$ cat config.mk
export PLATFORM = sky130hd
export DESIGN_NAME = twmt_top
export DESIGN_NICKNAME = d
export VERILOG_FILES = /design/src/include/twmt_pkg.sv /design/src/hw/twmt_sync.sv /design/src/hw/twmt_top.sv
export SDC_FILE = /design/constraint.sdc
export NUM_CORES = 1
export LEC_CHECK = 0
export ABC_AREA = 1
export ABC_CLOCK_PERIOD_IN_PS = 2590
export BUFFER_PORTS_ARGS = -buffer_cell sky130_fd_sc_hd__clkbuf_2
export CORE_MARGIN = 2
export CORE_UTILIZATION = 40
export DETAILED_ROUTE_END_ITERATION = 8
export MAX_ROUTING_LAYER = met4
export PLACE_DENSITY = 0.7
export SLEW_MARGIN = 20
export SYNTH_ARGS = -nofsm -noshare
export SYNTH_HDL_FRONTEND = slang
export SYNTH_SLANG_ARGS = --single-unit
$ cat constraint.sdc
create_clock -name pclk -period 2.59 [get_ports pclk]
set_clock_uncertainty 0.15 [all_clocks]
set_input_delay 0.259 -clock pclk [delete_from_list [all_inputs] [get_ports pclk]]
set_output_delay 0.259 -clock pclk [all_outputs]
set_load 0.02 [all_outputs]
$ cat src/include/twmt_pkg.sv
package twmt_pkg;

  // register byte offsets
  localparam logic [7:0] ADDR_CTRL = 8'h00;
  localparam logic [7:0] ADDR_STAT = 8'h04;
  localparam logic [7:0] ADDR_DATA = 8'h08;
  localparam logic [7:0] ADDR_RATE = 8'h0c;

  // bus_control_reg field positions
  localparam int CTRL_FLAG = 7;
  localparam int CTRL_ACK  = 6;
  localparam int CTRL_STA  = 5;
  localparam int CTRL_STO  = 4;
  localparam int CTRL_WC   = 3;
  localparam int CTRL_EN   = 2;
  localparam int CTRL_IE   = 0;

  // bus_status_reg layout
  localparam int STAT_CODE_LSB = 3;
  localparam int STAT_PRESC_W  = 2;

  // status codes, prescaler bits zero
  localparam logic [7:0] CODE_START    = 8'h08;
  localparam logic [7:0] CODE_RSTART   = 8'h10;
  localparam logic [7:0] CODE_SLA_ACK  = 8'h18;
  localparam logic [7:0] CODE_SLA_NACK = 8'h20;
  localparam logic [7:0] CODE_DAT_ACK  = 8'h28;
  localparam logic [7:0] CODE_DAT_NACK = 8'h30;
  localparam logic [7:0] CODE_ARB_LOST = 8'h38;
  localparam logic [7:0] CODE_IDLE     = 8'hf8;

  // reset values
  localparam logic [7:0] CTRL_RESET = 8'h00;
  localparam logic [7:0] DATA_RESET = 8'hff;

  // timing: one quarter of a bit period on the serial clock
  localparam int CLK_NS      = 50;
  localparam int QUARTER_NS  = 100;
  localparam int QUARTER_CYC = (QUARTER_NS + CLK_NS - 1) / CLK_NS;
  localparam logic [7:0] RATE_RESET = 8'(QUARTER_CYC - 1);

  localparam int BYTE_BITS = 8;

  typedef enum logic [1:0] {
    not_addressed_slave  = 2'b00,
    master_transmit_mode = 2'b01,
    master_receive_mode  = 2'b10
  } twmt_mode_e;

  typedef enum logic [3:0] {
    S_IDLE      = 4'h0,
    S_WAIT_FREE = 4'h1,
    S_START_A   = 4'h2,
    S_START_B   = 4'h3,
    S_HOLD      = 4'h4,
    S_BIT_LOW   = 4'h5,
    S_BIT_SETUP = 4'h6,
    S_BIT_HIGH  = 4'h7,
    S_STOP_A    = 4'h8,
    S_STOP_B    = 4'h9,
    S_STOP_C    = 4'ha,
    S_RS_A      = 4'hb,
    S_RS_B      = 4'hc,
    S_RS_C      = 4'hd
  } twmt_state_e;

endpackage

$ cat src/hw/twmt_sync.sv
`timescale 1ns/1ps
module twmt_sync #(
  parameter int W = 2
) (
  // clock and reset
  input  wire logic         pclk,
  input  wire logic         presetn,
  // async in, synced out
  input  wire logic [W-1:0] d,
  output logic      [W-1:0] q
);
  logic [W-1:0] meta_ff;

  // lines idle high, so reset to one
  always_ff @(posedge pclk or negedge presetn)
  begin
    if (!presetn)
    begin
      meta_ff <= '1;
      q       <= '1;
    end
    else
    begin
      meta_ff <= d;
      q       <= meta_ff;
    end
  end
endmodule

$ cat src/hw/twmt_top.sv
// Local design decisions: the APB slave port and the register addresses.
`timescale 1ns/1ps
module twmt_top
  import twmt_pkg::*;
#(
  parameter int ADDR_W = 8
) (
  // apb
  input  wire logic              pclk,
  input  wire logic              presetn,
  input  wire logic              psel,
  input  wire logic              penable,
  input  wire logic              pwrite,
  input  wire logic [ADDR_W-1:0] paddr,
  input  wire logic [31:0]       pwdata,
  output logic      [31:0]       prdata,
  output logic                   pready,
  output logic                   pslverr,
  // two-wire pins, open drain
  input  wire logic              scl_i,
  output logic                   scl_o,
  output logic                   scl_oe_n,
  input  wire logic              sda_i,
  output logic                   sda_o,
  output logic                   sda_oe_n,
  // interrupt request
  output logic                   irq
);

  if (ADDR_W < 8)
  begin : g_chk
    $error("twmt_top: ADDR_W must be at least 8");
  end

  twmt_state_e state_ff, nxt_state;
  twmt_mode_e  mode_ff, nxt_mode;
  logic [7:0]  shift_ff, nxt_shift;
  logic [3:0]  bit_ff, nxt_bit;
  logic [7:0]  code_ff, nxt_code;
  logic        scl_low_ff, nxt_scl_low;
  logic        sda_low_ff, nxt_sda_low;
  logic        lost_ff, nxt_lost;
  logic        addr_ff, nxt_addr;
  logic        rs_ff, nxt_rs;
  logic        set_flag, clr_stop;
  logic        flag_ff, ack_en_ff, sta_ff, sto_ff, wc_ff, en_ff, ie_ff;
  logic [7:0]  data_ff, rate_ff, cnt_ff;
  logic [STAT_PRESC_W-1:0] presc_ff;
  logic [1:0]  pins_q;
  logic        scl_s, sda_s, sda_prev_ff, busy_ff, tick;
  logic        acc, wr, go, wr_data;

  // apb access phase, one wait state
  assign acc     = psel & penable & pready;
  assign wr      = acc & pwrite;
  assign go      = wr && paddr[7:0] == ADDR_CTRL && pwdata[CTRL_FLAG];
  assign wr_data = wr && paddr[7:0] == ADDR_DATA;

  twmt_sync #(.W(2)) u_sync (
    .pclk    (pclk),
    .presetn (presetn),
    .d       ({scl_i, sda_i}),
    .q       (pins_q)
  );
  assign scl_s = pins_q[1];
  assign sda_s = pins_q[0];

  // bus busy between any START and STOP seen on the wires
  always_ff @(posedge pclk or negedge presetn)
  begin
    if (!presetn)
    begin
      sda_prev_ff <= 1'b1;
      busy_ff     <= 1'b0;
    end
    else
    begin
      sda_prev_ff <= sda_s;
      if (scl_s && sda_prev_ff && !sda_s)
        busy_ff <= 1'b1;
      else if (scl_s && !sda_prev_ff && sda_s)
        busy_ff <= 1'b0;
    end
  end

  // quarter-bit tick divider
  assign tick = (cnt_ff == 8'h00);
  always_ff @(posedge pclk or negedge presetn)
  begin
    if (!presetn)
      cnt_ff <= 8'h00;
    else if (tick)
      cnt_ff <= rate_ff;
    else
      cnt_ff <= cnt_ff - 8'h01;
  end

  // bus engine
  always_comb
  begin
    nxt_state   = state_ff;
    nxt_mode    = mode_ff;
    nxt_shift   = shift_ff;
    nxt_bit     = bit_ff;
    nxt_code    = code_ff;
    nxt_scl_low = scl_low_ff;
    nxt_sda_low = sda_low_ff;
    nxt_lost    = lost_ff;
    nxt_addr    = addr_ff;
    nxt_rs      = rs_ff;
    set_flag    = 1'b0;
    clr_stop    = 1'b0;
    if (!en_ff)
    begin
      // enable and start may arrive in one write
      nxt_state   = (go && pwdata[CTRL_EN] && pwdata[CTRL_STA]) ? S_WAIT_FREE : S_IDLE;
      nxt_mode    = not_addressed_slave;
      nxt_scl_low = 1'b0;
      nxt_sda_low = 1'b0;
      nxt_lost    = 1'b0;
      nxt_code    = CODE_IDLE;
    end
    else
    begin
      unique case (state_ff)
        S_IDLE:
          if (go && pwdata[CTRL_STA])
            nxt_state = S_WAIT_FREE;
        S_WAIT_FREE:
          if (tick && !busy_ff)
          begin
            nxt_rs      = 1'b0;
            nxt_sda_low = 1'b1;
            nxt_state   = S_START_A;
          end
        S_START_A:
          if (tick)
          begin
            nxt_scl_low = 1'b1;
            nxt_state   = S_START_B;
          end
        S_START_B:
          if (tick)
          begin
            set_flag  = 1'b1;
            nxt_code  = rs_ff ? CODE_RSTART : CODE_START;
            nxt_addr  = 1'b1;
            nxt_state = S_HOLD;
          end
        S_HOLD:
          if (go)
          begin
            if (lost_ff)
            begin
              nxt_lost  = 1'b0;
              nxt_mode  = not_addressed_slave;
              nxt_code  = CODE_IDLE;
              nxt_state = pwdata[CTRL_STA] ? S_WAIT_FREE : S_IDLE;
            end
            else if (pwdata[CTRL_STO])
              nxt_state = S_STOP_A;
            else if (pwdata[CTRL_STA])
              nxt_state = S_RS_A;
            else
            begin
              nxt_shift = data_ff;
              nxt_bit   = 4'd0;
              if (addr_ff)
                nxt_mode = data_ff[0] ? master_receive_mode : master_transmit_mode;
              nxt_state = S_BIT_LOW;
            end
          end
        S_BIT_LOW:
          if (tick)
          begin
            nxt_sda_low = (bit_ff < 4'(BYTE_BITS)) ? !shift_ff[7] : 1'b0;
            nxt_state   = S_BIT_SETUP;
          end
        S_BIT_SETUP:
          if (tick)
          begin
            nxt_scl_low = 1'b0;
            nxt_state   = S_BIT_HIGH;
          end
        S_BIT_HIGH:
          if (tick && scl_s)
          begin
            if (bit_ff < 4'(BYTE_BITS) && !sda_low_ff && !sda_s)
            begin
              nxt_sda_low = 1'b0;
              nxt_lost    = 1'b1;
              nxt_addr    = 1'b0;
              nxt_code    = CODE_ARB_LOST;
              set_flag    = 1'b1;
              nxt_state   = S_HOLD;
            end
            else if (bit_ff == 4'(BYTE_BITS))
            begin
              nxt_scl_low = 1'b1;
              set_flag    = 1'b1;
              nxt_addr    = 1'b0;
              if (addr_ff)
                nxt_code = sda_s ? CODE_SLA_NACK : CODE_SLA_ACK;
              else
                nxt_code = sda_s ? CODE_DAT_NACK : CODE_DAT_ACK;
              nxt_state = S_HOLD;
            end
            else
            begin
              nxt_scl_low = 1'b1;
              nxt_shift   = {shift_ff[6:0], 1'b0};
              nxt_bit     = bit_ff + 4'd1;
              nxt_state   = S_BIT_LOW;
            end
          end
        S_STOP_A:
          if (tick)
          begin
            nxt_sda_low = 1'b1;
            nxt_state   = S_STOP_B;
          end
        S_STOP_B:
          if (tick)
          begin
            nxt_scl_low = 1'b0;
            nxt_state   = S_STOP_C;
          end
        S_STOP_C:
          if (tick && scl_s)
          begin
            nxt_sda_low = 1'b0;
            clr_stop    = 1'b1;
            nxt_code    = CODE_IDLE;
            nxt_mode    = not_addressed_slave;
            nxt_state   = sta_ff ? S_WAIT_FREE : S_IDLE;
          end
        S_RS_A:
          if (tick)
          begin
            nxt_sda_low = 1'b0;
            nxt_state   = S_RS_B;
          end
        S_RS_B:
          if (tick)
          begin
            nxt_scl_low = 1'b0;
            nxt_state   = S_RS_C;
          end
        S_RS_C:
          if (tick && scl_s)
          begin
            nxt_sda_low = 1'b1;
            nxt_rs      = 1'b1;
            nxt_state   = S_START_A;
          end
        default:
          nxt_state = S_IDLE;
      endcase
    end
  end

  always_ff @(posedge pclk or negedge presetn)
  begin
    if (!presetn)
    begin
      state_ff   <= S_IDLE;
      mode_ff    <= not_addressed_slave;
      shift_ff   <= 8'h00;
      bit_ff     <= 4'h0;
      code_ff    <= CODE_IDLE;
      scl_low_ff <= 1'b0;
      sda_low_ff <= 1'b0;
      lost_ff    <= 1'b0;
      addr_ff    <= 1'b0;
      rs_ff      <= 1'b0;
    end
    else
    begin
      state_ff   <= nxt_state;
      mode_ff    <= nxt_mode;
      shift_ff   <= nxt_shift;
      bit_ff     <= nxt_bit;
      code_ff    <= nxt_code;
      scl_low_ff <= nxt_scl_low;
      sda_low_ff <= nxt_sda_low;
      lost_ff    <= nxt_lost;
      addr_ff    <= nxt_addr;
      rs_ff      <= nxt_rs;
    end
  end

  // step-done flag, hardware set wins over clear
  always_ff @(posedge pclk or negedge presetn)
  begin
    if (!presetn)
      flag_ff <= CTRL_RESET[CTRL_FLAG];
    else if (set_flag)
      flag_ff <= 1'b1;
    else if (go)
      flag_ff <= 1'b0;
  end

  // control, data, prescaler and rate registers
  always_ff @(posedge pclk or negedge presetn)
  begin
    if (!presetn)
    begin
      ack_en_ff <= CTRL_RESET[CTRL_ACK];
      sta_ff    <= CTRL_RESET[CTRL_STA];
      sto_ff    <= CTRL_RESET[CTRL_STO];
      wc_ff     <= CTRL_RESET[CTRL_WC];
      en_ff     <= CTRL_RESET[CTRL_EN];
      ie_ff     <= CTRL_RESET[CTRL_IE];
      data_ff   <= DATA_RESET;
      presc_ff  <= '0;
      rate_ff   <= RATE_RESET;
    end
    else
    begin
      if (wr && paddr[7:0] == ADDR_CTRL)
      begin
        ack_en_ff <= pwdata[CTRL_ACK];
        sta_ff    <= pwdata[CTRL_STA];
        sto_ff    <= pwdata[CTRL_STO];
        en_ff     <= pwdata[CTRL_EN];
        ie_ff     <= pwdata[CTRL_IE];
      end
      else if (clr_stop)
        sto_ff <= 1'b0;
      if (wr_data)
      begin
        if (flag_ff)
        begin
          data_ff <= pwdata[7:0];
          wc_ff   <= 1'b0;
        end
        else
          wc_ff <= 1'b1;
      end
      if (wr && paddr[7:0] == ADDR_STAT)
        presc_ff <= pwdata[STAT_PRESC_W-1:0];
      if (wr && paddr[7:0] == ADDR_RATE)
        rate_ff <= pwdata[7:0];
    end
  end

  // apb answer: ready one cycle into the access phase
  always_ff @(posedge pclk or negedge presetn)
  begin
    if (!presetn)
    begin
      pready  <= 1'b0;
      pslverr <= 1'b0;
      prdata  <= 32'h0000_0000;
    end
    else
    begin
      pready  <= psel & penable & !pready;
      pslverr <= 1'b0;
      prdata  <= 32'h0000_0000;
      if (psel && penable && !pready)
      begin
        unique case (paddr[7:0])
          ADDR_CTRL:
            prdata <= {24'h000000, flag_ff, ack_en_ff, sta_ff, sto_ff,
                       wc_ff, en_ff, 1'b0, ie_ff};
          ADDR_STAT:
            prdata <= {24'h000000, code_ff[7:STAT_CODE_LSB], 1'b0, presc_ff};
          ADDR_DATA:
            prdata <= {24'h000000, data_ff};
          ADDR_RATE:
            prdata <= {22'h0, mode_ff, rate_ff};
          default:
            pslverr <= 1'b1;
        endcase
      end
    end
  end

  // pins and interrupt
  always_ff @(posedge pclk or negedge presetn)
  begin
    if (!presetn)
    begin
      scl_o    <= 1'b0;
      sda_o    <= 1'b0;
      scl_oe_n <= 1'b1;
      sda_oe_n <= 1'b1;
      irq      <= 1'b0;
    end
    else
    begin
      scl_o    <= 1'b0;
      sda_o    <= 1'b0;
      scl_oe_n <= !nxt_scl_low;
      sda_oe_n <= !nxt_sda_low;
      irq      <= ie_ff & (flag_ff | set_flag) & !(go & !set_flag);
    end
  end

  a_flag_suspends: assert property (@(posedge pclk) disable iff (!presetn)
    (state_ff == S_HOLD && flag_ff && !go && en_ff) |=> state_ff == S_HOLD)
    else $error("engine left hold while flag set");

  a_start_code: assert property (@(posedge pclk) disable iff (!presetn)
    (state_ff == S_START_B && tick && en_ff && !rs_ff) |=>
      flag_ff && code_ff == CODE_START && state_ff == S_HOLD)
    else $error("start did not report 0x08");

  a_rstart_code: assert property (@(posedge pclk) disable iff (!presetn)
    (state_ff == S_START_B && tick && en_ff && rs_ff) |=> code_ff == CODE_RSTART)
    else $error("repeated start did not report 0x10");

  a_w1c_flag: assert property (@(posedge pclk) disable iff (!presetn)
    (go && !set_flag) |=> !flag_ff)
    else $error("flag not cleared by writing one");

  a_wcol_set: assert property (@(posedge pclk) disable iff (!presetn)
    (wr_data && !flag_ff) |=> wc_ff && $stable(data_ff))
    else $error("collision write not discarded");

  a_stop_clear: assert property (@(posedge pclk) disable iff (!presetn)
    (state_ff == S_STOP_C && tick && scl_s && en_ff) |=> !sto_ff && sda_oe_n)
    else $error("stop request not cleared after stop");

  a_free_bus: assert property (@(posedge pclk) disable iff (!presetn)
    (state_ff == S_WAIT_FREE && busy_ff) |=> state_ff != S_START_A)
    else $error("start generated on busy bus");

  a_ack_code: assert property (@(posedge pclk) disable iff (!presetn)
    (state_ff == S_BIT_HIGH && tick && scl_s && en_ff && bit_ff == 4'd8 && !addr_ff)
      |=> flag_ff && (code_ff == CODE_DAT_ACK || code_ff == CODE_DAT_NACK))
    else $error("data byte end code wrong");

  a_arb_lost: assert property (@(posedge pclk) disable iff (!presetn)
    (state_ff == S_BIT_HIGH && tick && scl_s && en_ff && bit_ff < 4'd8 &&
     !sda_low_ff && !sda_s) |=> code_ff == CODE_ARB_LOST && lost_ff ##1 sda_oe_n)
    else $error("arbitration loss not reported");

  a_irq_level: assert property (@(posedge pclk) disable iff (!presetn)
    (ie_ff && flag_ff && !go) |=> irq)
    else $error("interrupt missing while flag set");

endmodule

==> metrics.md, run 1 <==
| Metric | Value |
|---|---|
| Worst R2R Path Depth | 8 |
| Clock share of power | 32.8% |
| Post-synth EDFFs | 0 |
| CTS resizes | 0 |
| Clk sinks | 81 |
| Mapped cell area | 0.00440 mm² |
| Worst min path class | primary input to flop |
| Routed vias | 3726 |
| Synth area leaders | dfrtp_1, nand2_1, dfstp_2, o21ai_0, inv_1 |
| Die Footprint | 0.0119 mm² |
| Fin. Hold Viols | 0 |
| Gpl congestion | 0.862 |
| Number of global-route vias before repair | 3542 |
| Slew of the pin with the lowest slew margin | 0.532 ns |
| RSZ-0062 raised after global routing | false |
| Most frequent cell after synthesis | nand2_1 |
| Post-Synthesis Cells | 553 |
| CORE AREA | 0.0108 mm² |
| Share of the yosys chip area belonging to registers | 46.6% |
| Die width | 109 µm |
| Root Driver | clkbuf_8 |
| CTS tree | yes |
| Gr usage total | 18.4% |
| PortBufs | 37 |
| DRC viols | 0 |
| DP Worst Slack | 0.477 ns |
| Pwr dens | 529 mW/mm² |
| CP startpoint kind | flop |
| Clk buf depth | 2 |
| Total grt overflow | 0 |
| Hold slack | 0.0306 ns |
| Crit path from | en_ff |
| Num CTS Buffers | 9 |
| WL final | 10000 µm |
| Max_cap viols | 0 |
| Flop pwr share | 53.8% |
| Synth async-reset ratio | 100% |
| Reg2reg setup slack | 0.37 ns |
| DRT Pass-1 Iters | 5 |
| WS Path Type | flop to flop |
| Dpl hpwl | 7300 µm |
| Final slew viol count | 0 |
| Final nets | 653 |
| Fill count | 1075 |
| Maximum clock frequency | 0.451 GHz |
| Layout cells sized above 1 | 20.1% |
| Dominant synthesized flop cell | dfrtp_1 |
| Initial DRC Count | 195 |
| Boundary pin count | 86 |
| Std-Cell Rows | 38 |
| Largest net degree at the start of global routing | 79 |
| Period Utilization, post-route | 85.7% |
| Antenna Cells | 0 |
| Peak VDD IR | 239 µV |
| Syn Area/Cell | 7.96 µm² |
| Leakage | 2.44 nW |
| Worst path arrival time | 2.36 ns |
| Post-synth top cells | nand2_1, dfrtp_1, inv_1, o21ai_0, nor2_1 |
| Synth warn | 0 |
| Post-synth top area share | 34.7% |
| Post-CTS Hold Fix Bufs | 5 |
| Setup violations, final | 0 |
| Area growth syn-to-layout | 11.6% |
| Detail Route Antenna Nets | 0 |
| Sw frac | 29.6% |
| Initial Util | 40.8% |
| Max_slew headroom | 64.5% |
| Tmin final | 2.22 ns |
| H-tree depth | 3 |
| Setup_tns | 0 ns |
| Routed vias/inst | 4.99 |
| Cell taking the most area after synthesis | dfrtp_1 |
| Result of the run | completed |
| First-pass GRT wire length | 16600 µm |
| P_int | 1.83 mW |
| CP Max Fanout | 16 |
| Reg2reg start | en_ff |
| Logic gate share of total power | 13.4% |
| Switching power | 0.770 mW |
| Clk pin slew, worst setup/hold paths | 0.09 ns |
| FF-to-FF End | shift_ff[4] |
| Initial antenna violation count | 0 |
| Worst skew pair latency | 0.35 ns |
| Critical Path Sink | shift_ff[4] |
| # Post-CTS Setup Buffers | 0 |
| Wire per inst | 13.4 µm |
| Post-synthesis sequential element count | 81 |
| Die H | 109 µm |
| Post-synth cell types | 40 |
| Crit end category | flop |
| Post-route setup slack | 0.371 ns |
| CP required | 2.73 ns |
## worst max-delay path: stages (launching register included)
cell and delay [ns]:
dfrtp_1 0.68, inv_1 0.41, nor2_4 0.27, o21ai_2 0.10, nor2_4 0.10, nand2_4 0.14
inv_2 0.16, nand2_1 0.08, nand2_1 0.07
## cells by family after synthesis
kind of cell | share of synthesized area, %
buf+inv | 10.3
fa+ha+maj | 1.42
flops | 46.6
compound gates | 11.1
other cells | 0.0852
xor+xnor | 0.995
simple gates | 29.5
## power by group through the flow
stage	Combinational, mW	Clock, mW	Sequential, mW
after floorplan	0.271	0	1.41
after global placement	0.325	0	1.42
after detailed placement	0.339	0	1.42
after CTS	0.348	0.876	1.40
after global routing	0.395	0.932	1.41
final	0.347	0.852	1.40
## cell usage in the layout, fill, tap and decap left out, types with 2 or more instances in the layout
master,count
o21ai_0,52
nand2_4,5
dfstp_2,20
a31oi_1,3
or2_2,4
nand2_1,177
nand4_1,7
xor2_1,3
nand2_2,10
clkinv_1,2
inv_6,2
a21oi_1,13
nand3_1,26
nor2_2,5
conb_1,24
dlygate4sd3_1,5
a41oi_1,4
nor3_1,6
clkbuf_8,9
dfrtp_1,61
inv_1,52
nor2_4,8
ha_1,5
clkinvlp_4,3
o211ai_1,3
buf_4,6
o21ai_2,4
xnor2_1,2
inv_2,5
clkbuf_2,36
nor2_1,29
o21ai_1,3
## metal layers
layer	vias up	routed length, µm	global-route usage [%]
li1	1817	-	-
met5	-	0	-
met4	0	200	6.04
met2	104	4810	29.7
met1	1784	4590	24.0
met3	21	408	2.33
## worst min path at each step
| stage | cells after the start | to | start | slack (ns) |
|---|---|---|---|---|
| after detailed placement | 0 | u_sync.q[0] | u_sync.meta_ff[0] | 0.20 |
| final | 3 | pready | penable | 0.03 |
| after global routing | 3 | data_ff[6] | pwdata[6] | 0.06 |
| after floorplan | 0 | ack_en_ff | presetn | -0.19 |
| after CTS | 3 | pready | penable | 0.03 |
| after global placement | 0 | u_sync.q[1] | u_sync.meta_ff[1] | 0.20 |
## per-stage QoR
stage	power, mW	utilization [%]	cell area, µm²	instances
6_report	2.60	45.5	4910	746
5_1_grt	2.74	45.5	4910	746
4_1_cts	2.62	45.3	4880	745
3_5_place_dp	1.76	43.1	4660	724
3_3_place_gp	1.74	43.1	4660	724
2_1_floorplan	1.68	-	4490	576
## state kept, by name, summed over array words and instances, names as in the netlist, 4 cells and up
register	cells
prdata	10
cnt_ff	8
data_ff	8
rate_ff	8
shift_ff	8
bit_ff	4
code_ff	4
state_ff	4
## layout make-up
type | count | area, µm² | area share [%]
clock buffers | 9 | 124 | 2.52
clock inverters | 7 | 53.8 | 1.10
flip-flops and latches | 81 | 2050 | 41.8
inverters | 59 | 221 | 4.51
well taps | 140 | 175 | 3.57
multi-input cells | 402 | 1980 | 40.4
repair buffers | 48 | 303 | 6.16
No activity file was read; power rests on OpenSTA's default activity.
==> run 2, diff against run 1 <==
ABC_AREA = 0   (was 1)
ABC_CLOCK_PERIOD_IN_PS = 2300   (was 2590)
clock period = 2.3 ns   (was 2.59 ns; I/O delays follow)
==> metrics.md, run 2 <==
| Metric | Value |
|---|---|
| Result of the run | completed |
| Initial DRC Count | 400 |
| Final slew viol count | 0 |
| Clk sinks | 81 |
| Reg2reg setup slack | 0.02 ns |
| CTS tree | yes |
| Period Utilization, post-route | 99.1% |
| Reg2reg start | state_ff[0] |
| Most frequent cells in the layout | dfrtp_1, buf_4, nand2_1, clkbuf_2, conb_1 |
| Total Power | 3.44 mW |
| Gr usage total | 20.4% |
| Met3 usage | 4.58% |
| Wire per inst | 16.2 µm |
| Post-synth top cells | dfrtp_1, nand2_1, buf_4 |
| Synth warn | 0 |
| Initial Util | 40.6% |
| Post-synth cell types | 69 |
| GRT met2 Usage | 31.7% |
| Routed vias | 3458 |
| Hold slack | 0.0215 ns |
| Total grt overflow | 0 |
| Initial antenna violation count | 0 |
| Syn Area/Cell | 10.4 µm² |
| Crit path from | state_ff[0] |
| PortBufs | 37 |
| Post-synthesis sequential element count | 81 |
| Root Driver | clkbuf_8 |
| Boundary pin count | 86 |
| WL final | 10700 µm |
| RSZ-0062 raised after global routing | true |
| Pwr dens | 635 mW/mm² |
| Worst path arrival time | 2.38 ns |
| Slowest CP cell | or4b_4 |
| Die width | 108 µm |
| Tmin final | 2.28 ns |
| Critical Path Sink | shift_ff[5] |
| Share of the yosys chip area belonging to registers | 47.0% |
| Max_cap viols | 0 |
| Final core occ | 50.5% |
| Area growth syn-to-layout | 24.3% |
| Clk pin slew, worst setup/hold paths | 0.08 ns |
| Leakage | 2.53 nW |
| Hold path depth | 2 |
| Dominant synthesized flop cell | dfrtp_1 |
| Crit end category | flop |
| Setup violations, final | 0 |
| Synth async-reset ratio | 100% |
| Worst skew pair latency | 0.36 ns |
| Synth area leaders | dfrtp_1, dfstp_2, mux2_2, nand2_1, buf_4 |
| DRC viols | 0 |
| Final instance area | 0.00542 mm² |
| Max reg flops | 10 |
| Routed vias/inst | 5.26 |
| Clk buf depth | 2 |
| Grt peak-use layer | met2 |
| Commonest non-fill, non-tap cell in the layout | dfrtp_1 |
| M1 GR Usage | 26.1% |
| Worst min path class | primary input to flop |
| Maximum clock frequency | 0.439 GHz |
| WS Path Type | flop to flop |
| Most flops, register | prdata |
| First-pass GRT wire length | 17800 µm |
| Gpl congestion | 0.888 |
| DRT Pass-1 Iters | 5 |
| Most frequent cell after synthesis | dfrtp_1 |
| Die H | 108 µm |
| Layout cells sized above 1 | 35.3% |
| Cell taking the most area after synthesis | dfrtp_1 |
| Number of global-route vias before repair | 3473 |
| Die Footprint | 0.0118 mm² |
| Largest delay share family, worst path | simple AND/OR/NAND/NOR gates |
| Setup_tns | 0 ns |
| Post-synth EDFFs | 0 |
| Dpl hpwl | 7850 µm |
| CP max stage delay | 0.54 ns |
| CORE AREA | 0.0107 mm² |
| CP Max Fanout | 10 |
| Num CTS Buffers | 9 |
| Detail Route Antenna Nets | 0 |
| Mapped cell area | 0.00436 mm² |
| CP required | 2.40 ns |
| Crit path cell chain | nor2b_1 > or4b_4 > o31a_1 > o21bai_4 > buf_12 > mux2_4 |
| Post-Synthesis Cells | 421 |
| Final nets | 566 |
| FF-to-FF End | shift_ff[5] |
| CP startpoint kind | flop |
| Worst R2R Path Depth | 6 |
| Antenna Cells | 0 |
| Peak VDD IR | 401 µV |
| Worst path buffer plus inverter count | 1 |
| Placement Cell Area | 0.00499 mm² |
| Post-synth top area share | 35.0% |
| Std-Cell Rows | 38 |
| Stages on the worst setup path | 6 |
| Largest net degree at the start of global routing | 67 |
| H-tree depth | 3 |
| Fin. Hold Viols | 0 |
## run 2: cell count changes after synthesis, moves of 10 or more
cell      before  now
nand2_1      177   49
inv_1         52   18
o21ai_0       52   19
mux2_2         0   22
clkbuf_1       4   16
nand2_2       10    0
nand3_1       26   16
## run 2: report_power, final
part / internal (mW) / switching [mW] / leakage, nW
Sequential: 1.51 / 0.0866 / 1.01
Clock: 0.833 / 0.543 / 0.130
Combinational: 0.208 / 0.259 / 1.39
## run 2: final cells by class
| type | instances | area [µm²] |
|---|---|---|
| timing repair buffer | 102 | 728 |
| sequential | 81 | 2050 |
| multi-input combinational | 302 | 2140 |
| clock inverter | 6 | 138 |
| fill | 974 | 5320 |
| clock buffer | 9 | 124 |
| tap | 140 | 175 |
| inverter | 18 | 67.6 |
## run 2: timing repair
action                                 in CTS  in global routing
hold buffers                                8                  0
pin swaps                                   1                  4
setup endpoints to repair                  11                 16
setup buffers                               1                  3
resized for setup                           5                  8
endpoints found under the hold margin      72                  0
cloned                                      0                  0
## run 2: cells by family after synthesis
kind of cell | after synthesis | synth area share, %
xor gates and xnor gates | 5 | 1.00
buffers and inverters | 61 | 7.51
muxes | 44 | 13.4
AOI/OAI and AO/OA | 81 | 12.4
DFF | 81 | 47.0
and+or+nand+nor | 143 | 17.1
other | 1 | 0.0860
adders and majority gates | 5 | 1.43
## run 2: per-stage QoR
stage	instances	setup WS, ns
2_1_floorplan	444	-0.152
3_3_place_gp	631	-0.317
3_5_place_dp	631	-0.338
4_1_cts	655	0.0169
5_1_grt	658	-0.0450
6_report	658	0.0205
## run 2: worst register-to-register path, cell delays in order, from the launching register on
cell and delay (ns):
dfrtp_1 0.40, nor2b_1 0.16, or4b_4 0.54, o31a_1 0.28, o21bai_4 0.19, buf_12 0.15
mux2_4 0.30
## run 2: how the worst min path moves through the flow
| stage | end | slack (ns) | start |
|---|---|---|---|
| after global placement | sda_low_ff | -0.04 | presetn |
| after detailed placement | sda_low_ff | -0.04 | presetn |
| after CTS | rate_ff[0] | 0.004 | pwdata[0] |
| after floorplan | ack_en_ff | -0.22 | presetn |
| final | data_ff[0] | 0.02 | pwdata[0] |
| after global routing | presc_ff[0] | 0.007 | pwdata[0] |
## run 2: per-layer routing
layer  share of wire [%]  up-vias
met4                 2.3        0
met1                  44     1678
li1                    -     1650
met5                   0        -
met2                  49      106
met3                 4.8       24
==> run 3, diff against run 2 <==
CORE_ASPECT_RATIO = 0.6   (was default)
MAX_ROUTING_LAYER = default   (was met4)
SETUP_SLACK_MARGIN = 0.02   (was default)
==> metrics.md, run 3 (synthesis results as in run 2) <==
| Metric | Value |
|---|---|
| CP required | 2.38 ns |
| Gpl congestion | 0.919 |
| Layout cells sized above 1 | 38.0% |
| Clk sinks | 81 |
| DRT Pass-1 Iters | 5 |
| Detail Route Antenna Nets | 0 |
| Post-route setup slack | -0.110 ns |
| Num CTS Buffers | 9 |
| Gr usage total | 21.1% |
| Initial antenna violation count | 0 |
| Slew of the pin with the lowest slew margin | 0.528 ns |
| Die H | 84.9 µm |
| DRC viols | 0 |
| Fill count | 931 |
| Routed vias/inst | 5.38 |
| Boundary pin count | 86 |
| Peak VDD IR | 440 µV |
| DP Worst Slack | -0.347 ns |
| Initial DRC Count | 300 |
| Number of global-route vias before repair | 3480 |
| Reg2reg start | state_ff[3] |
| Most flops, register | prdata |
| Worst R2R Path Depth | 6 |
| Result of the run | finished with violations |
| GRT met2 Usage | 28.6% |
| Maximum clock frequency | 0.415 GHz |
| Setup violations, final | 8 |
| Root Driver | clkbuf_16 |
| Non-filler cells, final | 662 |
| Clk pin slew, worst setup/hold paths | 0.06 ns |
| Worst skew pair latency | 0.34 ns |
| Crit path from | state_ff[3] |
| Final nets | 570 |
| Fin. Hold Viols | 0 |
| Total grt overflow | 0 |
| Max_cap viols | 0 |
| Wire per inst | 18.1 µm |
| First-pass GRT wire length | 18900 µm |
| Dpl hpwl | 8810 µm |
| Initial Util | 41.2% |
| Max reg flops | 10 |
| Antenna Cells | 0 |
| Placed cell count | 634 |
| PortBufs | 37 |
| Largest net degree at the start of global routing | 45 |
| RSZ-0062 raised after global routing | true |
| CP Max Fanout | 5 |
| Worst path arrival time | 2.49 ns |
| CTS tree | yes |
| Final slew viol count | 0 |
| M1 GR Usage | 31.0% |
| Reg2reg setup slack | -0.11 ns |
| Met3 usage | 9.03% |
| CP startpoint kind | flop |
| Std-Cell Rows | 29 |
| Die width | 139 µm |
| Clk buf depth | 2 |
| Die Footprint | 0.0118 mm² |
| Routed vias | 3562 |
| Leakage | 2.58 nW |
| Tmin final | 2.41 ns |
| Violated checks | negative setup slack |
| H-tree depth | 3 |
| Pwr dens | 636 mW/mm² |
| Area growth syn-to-layout | 27.8% |
| WS Path Type | flop to flop |
| Grt peak-use layer | met1 |
| Critical Path Sink | shift_ff[5] |
| Commonest non-fill, non-tap cell in the layout | dfrtp_1 |
| Max_slew headroom | 64.8% |
| Most frequent cells in the layout | dfrtp_1, buf_4, nand2_1, clkbuf_2, conb_1 |
| FF-to-FF End | shift_ff[5] |
| Period Utilization, post-route | 105% |
| CORE AREA | 0.0106 mm² |
| Worst min path class | primary input to flop |
| WL final | 12000 µm |
| Crit end category | flop |
## run 3: cell types whose count changed in the layout (fill, tap and decap cells not counted), moves of 3 or more
| cell | delta |
|---|---|
| buf_4 | +3 |
| bufinv_16 | -3 |
| clkbuf_16 | +10 |
| clkbuf_8 | -9 |
| o21ai_0 | -4 |
| o21ai_1 | +3 |
## run 3: how the worst min path moves through the flow
| stage | startpoint | end | cells after the start |
|---|---|---|---|
| global placement | presetn | scl_low_ff | 1 |
| global route | pwdata[6] | rate_ff[6] | 2 |
| CTS | pwdata[6] | data_ff[6] | 2 |
| detailed placement | presetn | scl_low_ff | 1 |
| finish | pwdata[1] | rate_ff[1] | 2 |
| floorplan | presetn | ack_en_ff | 0 |
## run 3: worst max-delay path, cell delays in order (launching register included)
cell and delay (ns):
dfrtp_1 0.40, nand2b_4 0.16, or4b_4 0.55, o31a_1 0.35, o21bai_4 0.22, clkbuf_16 0.17, mux2_4 0.29
## run 3: power by group
| part | switching (mW) | internal [mW] | leakage [nW] | total (mW) |
|---|---|---|---|---|
| clock network | 0.608 | 0.845 | 0.139 | 1.45 |
| logic | 0.272 | 0.225 | 1.43 | 0.496 |
| registers | 0.0823 | 1.52 | 1.01 | 1.60 |
| total | 0.962 | 2.59 | 2.58 | 3.55 |
## run 3: final cells by class
class                   count  area [µm²]  share of cell area (%)
inverters                  18        67.6                    1.21
repair buffers            106         782                    14.0
multi-input cells         302        2200                    39.5
flip-flops and latches     81        2050                    36.8
clock inverters             6        67.6                    1.21
well taps                 139         174                    3.12
clock buffers              10         229                    4.10
## run 3: layer usage
layer	vias to the layer above	wire length, µm
met1	1748	5720
met3	15	1170
li1	1663	-
met5	-	0
met2	136	4980
met4	0	144
## run 3: repair_timing
action	in CTS	in global routing
pin swaps	3	9
hold endpoints to repair	28	0
buffers inserted	1	4
hold buffers	6	0
gates cloned	0	1
gates resized for setup	4	30
setup endpoints to repair	14	20
## run 3: metrics by stage
stage          total power, mW  utilization, %  TNS, ns  hold slack (ns)  cell area [µm²]
2_1_floorplan             1.90               -    -1.37           -0.216             4470
3_3_place_gp              2.06            47.4    -4.17           0.0847             5020
3_5_place_dp              2.08            47.4    -4.44           0.0966             5020
4_1_cts                   3.56            51.1  -0.0793          0.00962             5410
5_1_grt                   3.71            52.6    -1.10           0.0150             5580
6_report                  3.55            52.6   -0.776           0.0208             5580
